[src/include/smd_pkg.sv]
// Purpose: shared constants and types for the mode register decoder
// Assumes: one system clock; command pins come from logic on that clock
// Notes: register contents have no documented reset value, zero is used

package smd_pkg;

  localparam int AW = 13;

  // command codes on {ras_n, cas_n, we_n} while cs_n is low
  localparam logic [2:0] CMD_MRS = 3'h0;
  localparam logic [2:0] CMD_WRITE = 3'h4;
  localparam logic [2:0] CMD_READ = 3'h5;

  // bank codes that pick the mode register
  localparam logic [2:0] BA_BURST = 3'h0;
  localparam logic [2:0] BA_DLL = 3'h1;

  // burst register field positions
  localparam int BL_LSB = 0;
  localparam int BT_BIT = 3;
  localparam int CL_EXT_BIT = 2;
  localparam int CL_LSB = 4;
  localparam int TM_BIT = 7;
  localparam int DLLRST_BIT = 8;
  localparam int WR_LSB = 9;
  localparam int PPD_BIT = 12;

  // dll and termination register field positions
  localparam int DLLDIS_BIT = 0;
  localparam int DIC0_BIT = 1;
  localparam int DIC1_BIT = 5;
  localparam int RTT0_BIT = 2;
  localparam int RTT1_BIT = 6;
  localparam int RTT2_BIT = 9;
  localparam int AL_LSB = 3;
  localparam int WLEV_BIT = 7;
  localparam int QOFF_BIT = 12;

  // chop select that rides with a read or write command
  localparam int OTF_BIT = 12;

  // burst length modes
  localparam logic [1:0] BL_FIXED8 = 2'h0;
  localparam logic [1:0] BL_OTF = 2'h1;
  localparam logic [1:0] BL_FIXED4 = 2'h2;

  // latency and recovery figures
  localparam logic [4:0] CL_BASE = 5'h4;
  localparam logic [4:0] CL_EXT = 5'h8;
  localparam logic [5:0] WR_PULL_IN = 6'h2;
  localparam logic [2:0] LAST_BEAT = 3'h7;
  localparam logic [4:0] WR_CYC [8] = '{5'h10, 5'h05, 5'h06, 5'h07, 5'h08, 5'h0A, 5'h0C, 5'h0E};
  localparam logic [AW-1:0] MR_RESET = 13'h0000;

  typedef enum logic [1:0] {
    RD_IDLE = 2'b00,
    RD_WAIT = 2'b01,
    RD_BURST = 2'b11
  } smd_rd_state_t;

  typedef struct packed {
    logic cs_n;
    logic ras_n;
    logic cas_n;
    logic we_n;
    logic [2:0] ba;
    logic [AW-1:0] addr;
  } smd_cmd_t;

  typedef struct packed {
    logic [1:0] burst_mode;
    logic interleave;
    logic [4:0] cas_lat;
    logic test_mode;
    logic [4:0] wr_rec;
    logic fast_exit;
    logic dll_disable;
    logic [1:0] drv_imp;
    logic [2:0] rtt_nom;
    logic [4:0] add_lat;
    logic wlevel;
    logic out_disable;
  } smd_cfg_t;

  typedef struct packed {
    logic [2:0] col;
    logic [2:0] idx;
    logic chop;
    logic drive_n;
  } smd_beat_t;

  typedef struct packed {
    logic [AW-1:0] mr0;
    logic [AW-1:0] mr1;
    smd_cfg_t cfg;
    logic [5:0] rl;
    logic [5:0] wl;
    logic [5:0] dal;
    logic dll_on;
    logic dll_reset;
    logic pd_exit_slow;
    logic dll_for_write;
    logic wr_term_on;
    smd_rd_state_t rd_st;
    logic [5:0] rd_cnt;
    logic [2:0] rd_start;
    logic [2:0] rd_beat;
    logic rd_chop;
    logic wr_busy;
    logic [5:0] wr_cnt;
    logic wr_start;
    logic wr_chop;
    smd_beat_t [1:0] buf_q;
    logic [1:0] buf_cnt;
    logic out_valid;
  } smd_st_t;

  localparam smd_st_t ST_RESET = '0;

endpackage

[src/hw/smd_mode_decode.sv]
// Purpose: decode the burst and dll mode registers and apply them to reads and writes
// Assumes: command pins are driven by logic on clk_sys; one read and one write in flight
// Notes: a read or write taken while its engine is busy is dropped
// Summary of operation
// fixed chop write starts two clocks early
// on-the-fly chop write starts like eight
// low column bits pick first burst word
// chopped read: unused four beats undriven
// read latency from cas field plus additive
// controller keeps test mode bit zero
// dll reset bit clears itself after use
// controller waits lock time after dll reset
// write recovery plus precharge gives autoprecharge delay
// controller programs recovery at least minimum
// slow exit freezes dll in power down
// fast exit keeps dll running there
// bank code one selects dll register
// controller zeroes reserved dll register bits
// write leveling limits allowed termination values; the controller sends the code unchecked
// self refresh stops and restarts the dll
// writes need dll only with write termination
// dll off: nominal termination kept zero
// dll off: write termination programmed zero
// driver impedance from two dll register bits
// write termination applies without nominal termination
// commands held additive latency; write latency sum
// additive field: zero, cl-1, cl-2, reserved
// dll disable bit turns dll off
// output disable bit floats data drivers
// burst length and order from burst register
// mode register set captures whole address
`timescale 1ns/1ps

module smd_mode_decode
  import smd_pkg::*;
(
  // clock, reset, enable
  input wire logic clk_sys,
  input wire logic sys_rst,
  input wire logic clk_en,
  // command pins from the controller
  input wire smd_cmd_t cmd,
  // device state and figures from neighbouring logic
  input wire logic self_refresh,
  input wire logic pd_precharge,
  input wire logic write_odt_en,
  input wire logic [4:0] write_col_lat,
  input wire logic [4:0] trp_cyc,
  // read beat stream
  output logic beat_valid,
  output smd_beat_t beat,
  input wire logic beat_ready,
  // internal write start
  output logic wr_start,
  output logic wr_chop,
  output logic wr_term_on,
  // decoded settings
  output smd_cfg_t cfg,
  output logic [5:0] read_lat,
  output logic [5:0] write_lat,
  output logic [5:0] dal_cyc,
  output logic dll_on,
  output logic dll_reset,
  output logic pd_exit_slow,
  output logic dll_for_write
);

  ////////////////////////////////////////////////////////////////////////////////
  // helpers

  function automatic logic cmd_is(smd_cmd_t c, logic [2:0] code);
    return !c.cs_n && ({c.ras_n, c.cas_n, c.we_n} == code);
  endfunction

  // cas field is split: three low-order bits plus an extension bit
  function automatic logic [4:0] cas_of(logic [AW-1:0] m);
    return CL_BASE + {2'h0, m[CL_LSB+2:CL_LSB]} + (m[CL_EXT_BIT] ? CL_EXT : 5'h00);
  endfunction

  // reserved code reads as zero so latency stays defined
  function automatic logic [4:0] al_of(logic [1:0] f, logic [4:0] cl);
    unique case (f)
      2'h1: return cl - 5'h01;
      2'h2: return cl - 5'h02;
      2'h0: return 5'h00;
      2'h3: return 5'h00;
    endcase
  endfunction

  // sequential wraps inside the start nibble for four beats, then the other nibble; interleaved is xor
  function automatic logic [2:0] col_of(logic [2:0] s, logic [2:0] i, logic il);
    return il ? (s ^ i) : {s[2] ^ i[2], s[1:0] + i[1:0]};
  endfunction

  function automatic smd_cfg_t decode(logic [AW-1:0] m0, logic [AW-1:0] m1);
    smd_cfg_t c;
    c = '0;
    c.burst_mode = m0[BL_LSB+1:BL_LSB];
    c.interleave = m0[BT_BIT];
    c.cas_lat = cas_of(m0);
    c.test_mode = m0[TM_BIT];
    c.wr_rec = WR_CYC[m0[WR_LSB+2:WR_LSB]];
    c.fast_exit = m0[PPD_BIT];
    c.dll_disable = m1[DLLDIS_BIT];
    c.drv_imp = {m1[DIC1_BIT], m1[DIC0_BIT]};
    c.rtt_nom = {m1[RTT2_BIT], m1[RTT1_BIT], m1[RTT0_BIT]};
    c.add_lat = al_of(m1[AL_LSB+1:AL_LSB], c.cas_lat);
    c.wlevel = m1[WLEV_BIT];
    c.out_disable = m1[QOFF_BIT];
    return c;
  endfunction

  ////////////////////////////////////////////////////////////////////////////////
  // state

  smd_st_t st;
  smd_st_t next_st;
  logic is_mrs;
  logic is_read;
  logic is_write;
  logic pop;
  logic push;
  smd_beat_t new_beat;

  assign is_mrs = cmd_is(cmd, CMD_MRS);
  assign is_read = cmd_is(cmd, CMD_READ);
  assign is_write = cmd_is(cmd, CMD_WRITE);

  // buffer handshake: a full buffer with no pop stalls the burst engine
  // limitation: clk_en low also freezes the pop, so a consumer that still
  // takes beats while the enable is low would see the head beat twice
  assign pop = st.out_valid && beat_ready;
  assign push = (st.rd_st == RD_BURST) && ((st.buf_cnt != 2'h2) || pop);

  // beats past the fourth of a chop, or all with outputs off, are undriven
  always_comb begin
    new_beat.col = col_of(st.rd_start, st.rd_beat, st.cfg.interleave);
    new_beat.idx = st.rd_beat;
    new_beat.chop = st.rd_chop;
    new_beat.drive_n = (st.rd_chop && st.rd_beat[2]) || st.cfg.out_disable;
  end

  ////////////////////////////////////////////////////////////////////////////////
  // next state

  always_comb begin
    logic [1:0] cnt;
    logic [5:0] wl_eff;
    cnt = st.buf_cnt;
    wl_eff = 6'h00;
    next_st = st;
    next_st.wr_start = 1'b0;
    next_st.wr_term_on = 1'b0;
    // mode register set loads every address bit of the chosen register
    if (is_mrs && cmd.ba == BA_BURST) begin
      next_st.mr0 = cmd.addr;
    end else if (is_mrs && cmd.ba == BA_DLL) begin
      next_st.mr1 = cmd.addr;
    end
    // dll reset is one pulse, then the stored bit falls back to zero
    next_st.dll_reset = st.mr0[DLLRST_BIT];
    if (st.mr0[DLLRST_BIT] && !(is_mrs && cmd.ba == BA_BURST)) begin
      next_st.mr0[DLLRST_BIT] = 1'b0;
    end
    // decode from the values being stored so settings land with them
    next_st.cfg = decode(next_st.mr0, next_st.mr1);
    next_st.rl = {1'b0, next_st.cfg.add_lat} + {1'b0, next_st.cfg.cas_lat};
    next_st.wl = {1'b0, next_st.cfg.add_lat} + {1'b0, write_col_lat};
    next_st.dal = {1'b0, next_st.cfg.wr_rec} + {1'b0, trp_cyc};
    next_st.pd_exit_slow = !next_st.cfg.fast_exit;
    // dll runs unless disabled, in self refresh, or frozen by slow exit
    next_st.dll_on = !next_st.cfg.dll_disable && !self_refresh
                     && !(pd_precharge && !next_st.cfg.fast_exit);
    next_st.dll_for_write = write_odt_en;
    // read engine: wait full read latency, then stream eight beat slots
    unique case (st.rd_st)
      RD_IDLE: begin
        if (is_read) begin
          next_st.rd_st = RD_WAIT;
          next_st.rd_cnt = st.rl;
          next_st.rd_start = cmd.addr[2:0];
          next_st.rd_beat = 3'h0;
          next_st.rd_chop = (st.cfg.burst_mode == BL_FIXED4)
                            || (st.cfg.burst_mode == BL_OTF && !cmd.addr[OTF_BIT]);
        end
      end
      RD_WAIT: begin
        if (st.rd_cnt <= 6'h01) begin
          next_st.rd_st = RD_BURST;
        end else begin
          next_st.rd_cnt = st.rd_cnt - 6'h01;
        end
      end
      RD_BURST: begin
        if (push) begin
          next_st.rd_beat = st.rd_beat + 3'h1;
          if (st.rd_beat == LAST_BEAT) begin
            next_st.rd_st = RD_IDLE;
          end
        end
      end
      default: next_st.rd_st = RD_IDLE;
    endcase
    // two-entry buffer: pop shifts, push fills the first free slot
    if (pop) begin
      next_st.buf_q[0] = st.buf_q[1];
      cnt = cnt - 2'h1;
    end
    if (push) begin
      next_st.buf_q[cnt[0]] = new_beat;
      cnt = cnt + 2'h1;
    end
    next_st.buf_cnt = cnt;
    next_st.out_valid = (cnt != 2'h0);
    // write engine: fixed chop pulls the internal start in, on the fly does not
    if (!st.wr_busy && is_write) begin
      if (st.cfg.burst_mode == BL_FIXED4) begin
        wl_eff = st.wl - WR_PULL_IN;
      end else begin
        wl_eff = st.wl;
      end
      next_st.wr_busy = 1'b1;
      next_st.wr_cnt = (wl_eff == 6'h00 || wl_eff > st.wl) ? 6'h01 : wl_eff;
      next_st.wr_chop = (st.cfg.burst_mode == BL_FIXED4)
                        || (st.cfg.burst_mode == BL_OTF && !cmd.addr[OTF_BIT]);
    end else if (st.wr_busy) begin
      if (st.wr_cnt <= 6'h01) begin
        next_st.wr_busy = 1'b0;
        next_st.wr_start = 1'b1;
        next_st.wr_term_on = write_odt_en;
      end else begin
        next_st.wr_cnt = st.wr_cnt - 6'h01;
      end
    end
  end

  ////////////////////////////////////////////////////////////////////////////////
  // state register; low clk_en freezes everything

  always_ff @(posedge clk_sys or posedge sys_rst) begin
    if (sys_rst) begin
      st <= ST_RESET;
    end else if (clk_en) begin
      st <= next_st;
    end
  end

  // outputs are plain flop fields
  assign beat_valid = st.out_valid;
  assign beat = st.buf_q[0];
  assign wr_start = st.wr_start;
  assign wr_chop = st.wr_chop;
  assign wr_term_on = st.wr_term_on;
  assign cfg = st.cfg;
  assign read_lat = st.rl;
  assign write_lat = st.wl;
  assign dal_cyc = st.dal;
  assign dll_on = st.dll_on;
  assign dll_reset = st.dll_reset;
  assign pd_exit_slow = st.pd_exit_slow;
  assign dll_for_write = st.dll_for_write;
endmodule

[config.mk]
export PLATFORM = sky130hd
export DESIGN_NAME = smd_mode_decode
export DESIGN_NICKNAME = d
export VERILOG_FILES = /design/src/include/smd_pkg.sv /design/src/hw/smd_mode_decode.sv
export SDC_FILE = /design/constraint.sdc
export NUM_CORES = 1
export LEC_CHECK = 0
export BUFFER_PORTS_ARGS = -buffer_cell sky130_fd_sc_hd__clkbuf_2
export CELL_PAD_IN_SITES_DETAIL_PLACEMENT = 0
export CELL_PAD_IN_SITES_GLOBAL_PLACEMENT = 1
export CORE_AREA = 2 2 150 152
export CTS_CLUSTER_SIZE = 30
export DETAILED_ROUTE_END_ITERATION = 16
export DIE_AREA = 0 0 152 154
export GPL_TIMING_DRIVEN = 1
export PLACE_DENSITY = 0.61
export RECOVER_POWER = 100
export SYNTH_ARGS = -nofsm -noshare
export SYNTH_HDL_FRONTEND = slang
export SYNTH_SLANG_ARGS = --single-unit
[constraint.sdc]
create_clock -name clk_sys -period 6.3 [get_ports clk_sys]
set_input_delay 1.26 -clock clk_sys [delete_from_list [all_inputs] [get_ports clk_sys]]
set_output_delay 1.26 -clock clk_sys [all_outputs]
set_load 0.01 [all_outputs]
==> results.toml, run 1 <==
[power]
ir_drop_v = 0.000141
power_switching_uw = 939
internal_power_uw = 1460
p_leak_uw = 0.00312
fin_total_pwr_uw = 2400
pwr-share-clk_pct = 24.3
swShare_pct = 39.1
comb_power_share_pct = 36.4
sequentialPowerShare_pct = 39.4
p_per_area_mw_per_mm2 = 355

[critical_path]
worst-path-stages = 4
cp_max_fo = 43
r2r-start = "st[111]"
crit_family = "buffers and inverters"
critPathLaunch = "clk_en"
endpoint_kind = "flip-flop"
required_ns = 6.55
path_cells = "clkbuf_1, clkbuf_1, o21ai_0, a22o_1"
slowest_delay_ns = 1.43
crit_path_frequent_cell = "clkbuf_1"
crit_type = "primary input to flip-flop"
crit_arrival_ns = 5.03
critPathCapture = "beat[0]"
critical_path_buf_inv_count = 2
start_kind = "primary input"
rr_endpoint = "write_lat[5]"
ff2ff_setup_slack_ns = 3.19
reg2reg_depth = 10
cp_slowest_cell = "clkbuf_1"

[logic_synthesis]
synth_edf_count = 0
synth_largest_area_cell = "dfrtp_1"
ys_seq_area_share_pct = 40.8
synth-async-reset-ratio_pct = 100
ys.flop_type = "dfrtp_1"
synth_top_family_by_area = "compound AO/OA/AOI/OAI gates"
synthMuxAreaShare_pct = 11.0
synth_cell_types = 62
ys_warn_count = 0
synth_xor_area_share_pct = 2.97
synth_top_area_share_pct = 40.8
synthAdderAreaFrac_pct = 7.43
avgSynthCellArea_um2 = 10.1
syn_area_mm2 = 0.00620
ys_top_cells_by_area = "dfrtp_1 (41%), mux2_2 (8.9%), buf_4 (6.5%)"
syn_nets = 688
synth-simple-area-share_pct = 11.4
netlist_instances = 616
synth_compound_area_share_pct = 16.1
ys_ff_latch = 101

[floorplan]
die_area_mm2 = 0.0234
start_util_pct = 28.6
ios = 99
coreArea_mm2 = 0.0217
die_w_um = 152
fp-row-count = 54
die_h_um = 154

[run_status]
violations = "capacitance limit, slew limit"
status = "finished, violations left"

[layout]
layout_common_cells = "dfrtp_1 (101), clkbuf_1 (65), mux2_2 (49)"
fin_nets = 726
drive_gt1_share_pct = 16.8
syn_to_final_growth_pct = 9.31
final_common_cell = "dfrtp_1"

[cts]
cts_root_buffer = "clkbuf_16"
clock-sinks = 101
cts_buffers = 9
clk_latency_ns = 0.36
cts_max_level = 3
clock_path_buffers = 2
post_cts_resized = 0
path_clk_slew_ns = 0.08
postCtsHoldBufs = 0
cts_setup_buffers = 0
cts_tree = "built"

[place]
portBuffers = 98
pre_cts_ws_ns = 1.45
gp_congestion = 0.852
dp_hpwl_um = 11700

[global_routing]
antenna_found_initial = 1
grt_max_degree = 60
grt_overflow = 0
grt_pass1_vias = 4683
grt_pass1_wl_um = 25300
grt_usage_pct = 13.4

[routing]
routed_wl_um = 15400
first_iter_violations = 228
ant_nets = 0
wl_per_cell_um = 16.4
drc = 0
via_per_inst = 4.82
drt-pass1-iter-count = 4
vias = 4535

[timing]
fin_hold_ws_ns = 0.484
slew_headroom_pct = -31.7
tns_ns = 0
fmax_mhz = 209
slew_viol_final = 148
setup_violations = 0
hold_viol = 0
rsz0062_at_grt = "false"
fin_ws_ns = 1.52
finClkSkew_ns = 0.0132
fin_crit_sh_pct = 75.8
tightest_slew_ns = 1.96
min_period_ns = 4.78

[flow_run]
maxCapViolations = 3

[hold_path]
hold_path.class = "flip-flop to flip-flop"
## kinds of logic after synthesis
group	count (synthesis)
buffers and inverters	108
muxes	62
AOI/OAI and AO/OA	150
DFF	101
xor gates and xnor gates	21
and+or+nand+nor	139
adders and majority gates	35
## final cells by class
class | instances | area (µm²)
diodes | 1 | 2.50
clock buffers | 9 | 225
clock inverters | 7 | 86.3
fillers | 2260 | 14900
inverters | 34 | 129
multi-input cells | 407 | 3030
flip-flops and latches | 101 | 2530
well taps | 280 | 350
repair buffers | 101 | 427
## registers in the layout, indices dropped and copies added (netlist names)
signal,cells
dal_cyc,6
beat,8
wr_chop,1
dll_reset,1
dll_for_write,1
dll_on,1
wr_start,1
st,50
pd_exit_slow,1
new_beat,4
next_st,1
read_lat,6
write_lat,6
wr_term_on,1
beat_valid,1
cfg,12
## synth_stat cells (all sizes together), types with 3 or more instances
| cell | instances |
|---|---|
| a211oi | 4 |
| a21o | 12 |
| a21oi | 34 |
| a22o | 7 |
| a22oi | 8 |
| a31oi | 6 |
| and2 | 4 |
| buf | 62 |
| clkbuf | 12 |
| dfrtp | 101 |
| fa | 3 |
| ha | 32 |
| inv | 34 |
| mux2 | 49 |
| mux2i | 13 |
| nand2 | 43 |
| nand2b | 15 |
| nand3 | 7 |
| nand4 | 4 |
| nand4b | 3 |
| nor2 | 33 |
| nor2b | 5 |
| nor3 | 3 |
| nor4 | 4 |
| o211ai | 8 |
| o21ai | 34 |
| o21bai | 3 |
| o2bb2ai | 7 |
| o31ai | 7 |
| or3 | 3 |
| or4 | 5 |
| xnor2 | 19 |
## per-stage QoR
step                cells  area (µm²)  utilization (%)
floorplan             616        6200                -
global placement      923        6550             30.2
detailed placement    923        6550             30.2
CTS                   939        6870             31.7
global route          939        6770             31.2
finish                940        6770             31.2
## worst min path at each step
stage | from | endpoint | slack, ns | cells after the start
6_report | st[11] | st[11] | 0.48 | 2
5_1_grt | wr_chop | wr_chop | 0.51 | 2
4_1_cts | wr_chop | wr_chop | 0.49 | 2
3_5_place_dp | wr_chop | wr_chop | 0.47 | 2
3_3_place_gp | st[11] | st[11] | 0.46 | 2
2_1_floorplan | next_st[46] | next_st[46] | 0.45 | 1
## power by group through the flow
stage                     Combinational [µW]  Clock [µW]  Sequential [µW]
after detailed placement                 893           0              958
final                                    874         583              945
after global routing                     996         624              972
after CTS                                900         599              947
after global placement                   872           0              954
after floorplan                          748           0              913
## tightest hold or removal path, delay by kind of cell, from the launching register on
kind,cells,cell delay (ns)
flops,1,0.35
simple gates,1,0.04
compound gates,1,0.06
## per-layer routing
layer / routed length, µm / global-route usage, % / vias to the layer above
li1: - / - / 2232
met1: 7010 / 16.8 / 2192
met2: 7380 / 22.8 / 89
met3: 719 / 2.96 / 22
met4: 323 / 4.90 / 0
met5: 0 / 0 / -
Note: power is estimated with default switching activity, not from simulation.
==> inputs of run 2 (changes only) <==
Clock period 6.3 ns to 4.65 ns, I/O delays scaled along.
==> results.toml, run 2 (synthesis results as in run 1) <==
[critical_path]
rr_endpoint = "read_lat[4]"
crit_arrival_ns = 4.25
crit_type = "primary input to flip-flop"
ff2ff_setup_slack_ns = 1.45
cp_max_fo = 7
endpoint_kind = "flip-flop"
reg2reg_depth = 10
required_ns = 4.89
r2r-start = "st[111]"
start_kind = "primary input"

[timing]
slew_viol_final = 107
tightest_slew_ns = 2.78
hold_viol = 0
setup_violations = 0
fmax_mhz = 249
rsz0062_at_grt = "false"
slew_headroom_pct = -85.6
fin_crit_sh_pct = 86.3
finClkSkew_ns = 0.00959
tns_ns = 0
min_period_ns = 4.01

[layout]
final_common_cell = "dfrtp_1"
fin_cells = 943
syn_to_final_growth_pct = 9.41
drive_gt1_share_pct = 16.3
largest_reg_flops = 50
n_antenna_cell = 0
fin_nets = 730
top_register = "st"
multi_input_area_mm2 = 0.00302
seqCellArea_mm2 = 0.00253
layout_common_cells = "dfrtp_1 (101), clkbuf_1 (69), mux2_2 (49)"
fill_cells = 2253

[floorplan]
fp-row-count = 54
ios = 99
die_h_um = 154
die_area_mm2 = 0.0234
coreArea_mm2 = 0.0217
start_util_pct = 28.6
die_w_um = 152

[global_routing]
grt_max_degree = 73
grt_overflow = 0
antenna_found_initial = 0
grt_pass1_wl_um = 25500
grt_usage_pct = 13.5
grt_pass1_vias = 4745

[power]
swShare_pct = 38.2
p_leak_uw = 0.00313
p_per_area_mw_per_mm2 = 483
fin_total_pwr_uw = 3280
comb_power_share_pct = 36.2
sequentialPowerShare_pct = 39.1
power_switching_uw = 1250
internal_power_uw = 2030
pwr-share-clk_pct = 24.7
ir_drop_v = 0.000184

[cts]
path_clk_slew_ns = 0.08
post_cts_resized = 0
cts_root_buffer = "clkbuf_16"
postCtsHoldBufs = 0
clock_path_buffers = 2
cts_buffers = 9
cts_tree = "built"
cts_setup_buffers = 0
cts_max_level = 3
clock-sinks = 101
clk_latency_ns = 0.36

[run_status]
status = "finished, violations left"
violations = "capacitance limit, slew limit"

[flow_run]
maxCapViolations = 2

[place]
placedCellCount = 927
gp_congestion = 0.848
portBuffers = 98
dp_hpwl_um = 11900

[hold_path]
hold_path_depth = 2
hold_end = "wr_chop"
min_from = "wr_chop"
hold_path.class = "flip-flop to flip-flop"

[routing]
first_iter_violations = 198
wl_per_cell_um = 16.6
drt-pass1-iter-count = 4
vias = 4617
ant_nets = 0
via_per_inst = 4.90
drc = 0
routed_wl_um = 15700
run 2: cell types whose count changed in the layout (fill, tap and decap cells not counted), sizes merged:
cell | before | now
inv | 37 | 40
diode | 1 | 0
clkinv | 3 | 0
bufinv | 0 | 1
clkinvlp | 1 | 0
clkbuf | 109 | 113
run 2: critical path: stages:
cell and delay [ns]:
clkbuf_1 0.11, or4_1 0.71, or3_1 0.49, mux2i_1 0.25, inv_1 0.10, ha_1 0.37
a31o_2 0.23, nor2_1 0.21, ha_1 0.31, a21oi_1 0.18, xnor2_1 0.08, mux2_2 0.26
run 2: worst max path at each step:
stage / from / to / depth (start not counted)
2_1_floorplan: cmd[17] / read_lat[4] / 14
3_3_place_gp: cmd[17] / read_lat[4] / 12
3_5_place_dp: cmd[17] / read_lat[4] / 12
4_1_cts: cmd[17] / read_lat[4] / 12
5_1_grt: cmd[17] / read_lat[4] / 11
6_report: cmd[17] / read_lat[4] / 12
run 2: routing by layer:
metal / global-route usage, % / routed length (µm)
met5: 0 / 0
met4: 5.65 / 454
met3: 3.07 / 682
met2: 23.0 / 7430
met1: 16.6 / 7090
run 2: through the flow:
stage / utilization [%] / setup slack, ns / cell area, µm² / hold WS, ns
6_report: 31.3 / 0.639 / 6780 / 0.484
5_1_grt: 31.3 / 0.427 / 6780 / 0.516
4_1_cts: 31.8 / 0.805 / 6900 / 0.486
3_5_place_dp: 30.4 / 0.435 / 6580 / 0.466
3_3_place_gp: 30.4 / 0.557 / 6580 / 0.462
2_1_floorplan: - / 0.579 / 6200 / 0.449
run 2: final cells by class:
cell class,count,share of cell area (%)
multi-input cells,407,44.5
inverters,34,1.88
flip-flops and latches,101,37.3
repair buffers,105,6.52
clock inverters,7,1.29
well taps,280,5.17
clock buffers,9,3.32
run 2: power groups by stage:
stage / registers, µW / clock network [µW] / logic, µW
finish: 1280 / 809 / 1190
global route: 1320 / 875 / 1340
detailed placement: 1300 / 0 / 1220
global placement: 1290 / 0 / 1180
CTS: 1290 / 843 / 1220
floorplan: 1240 / 0 / 1010
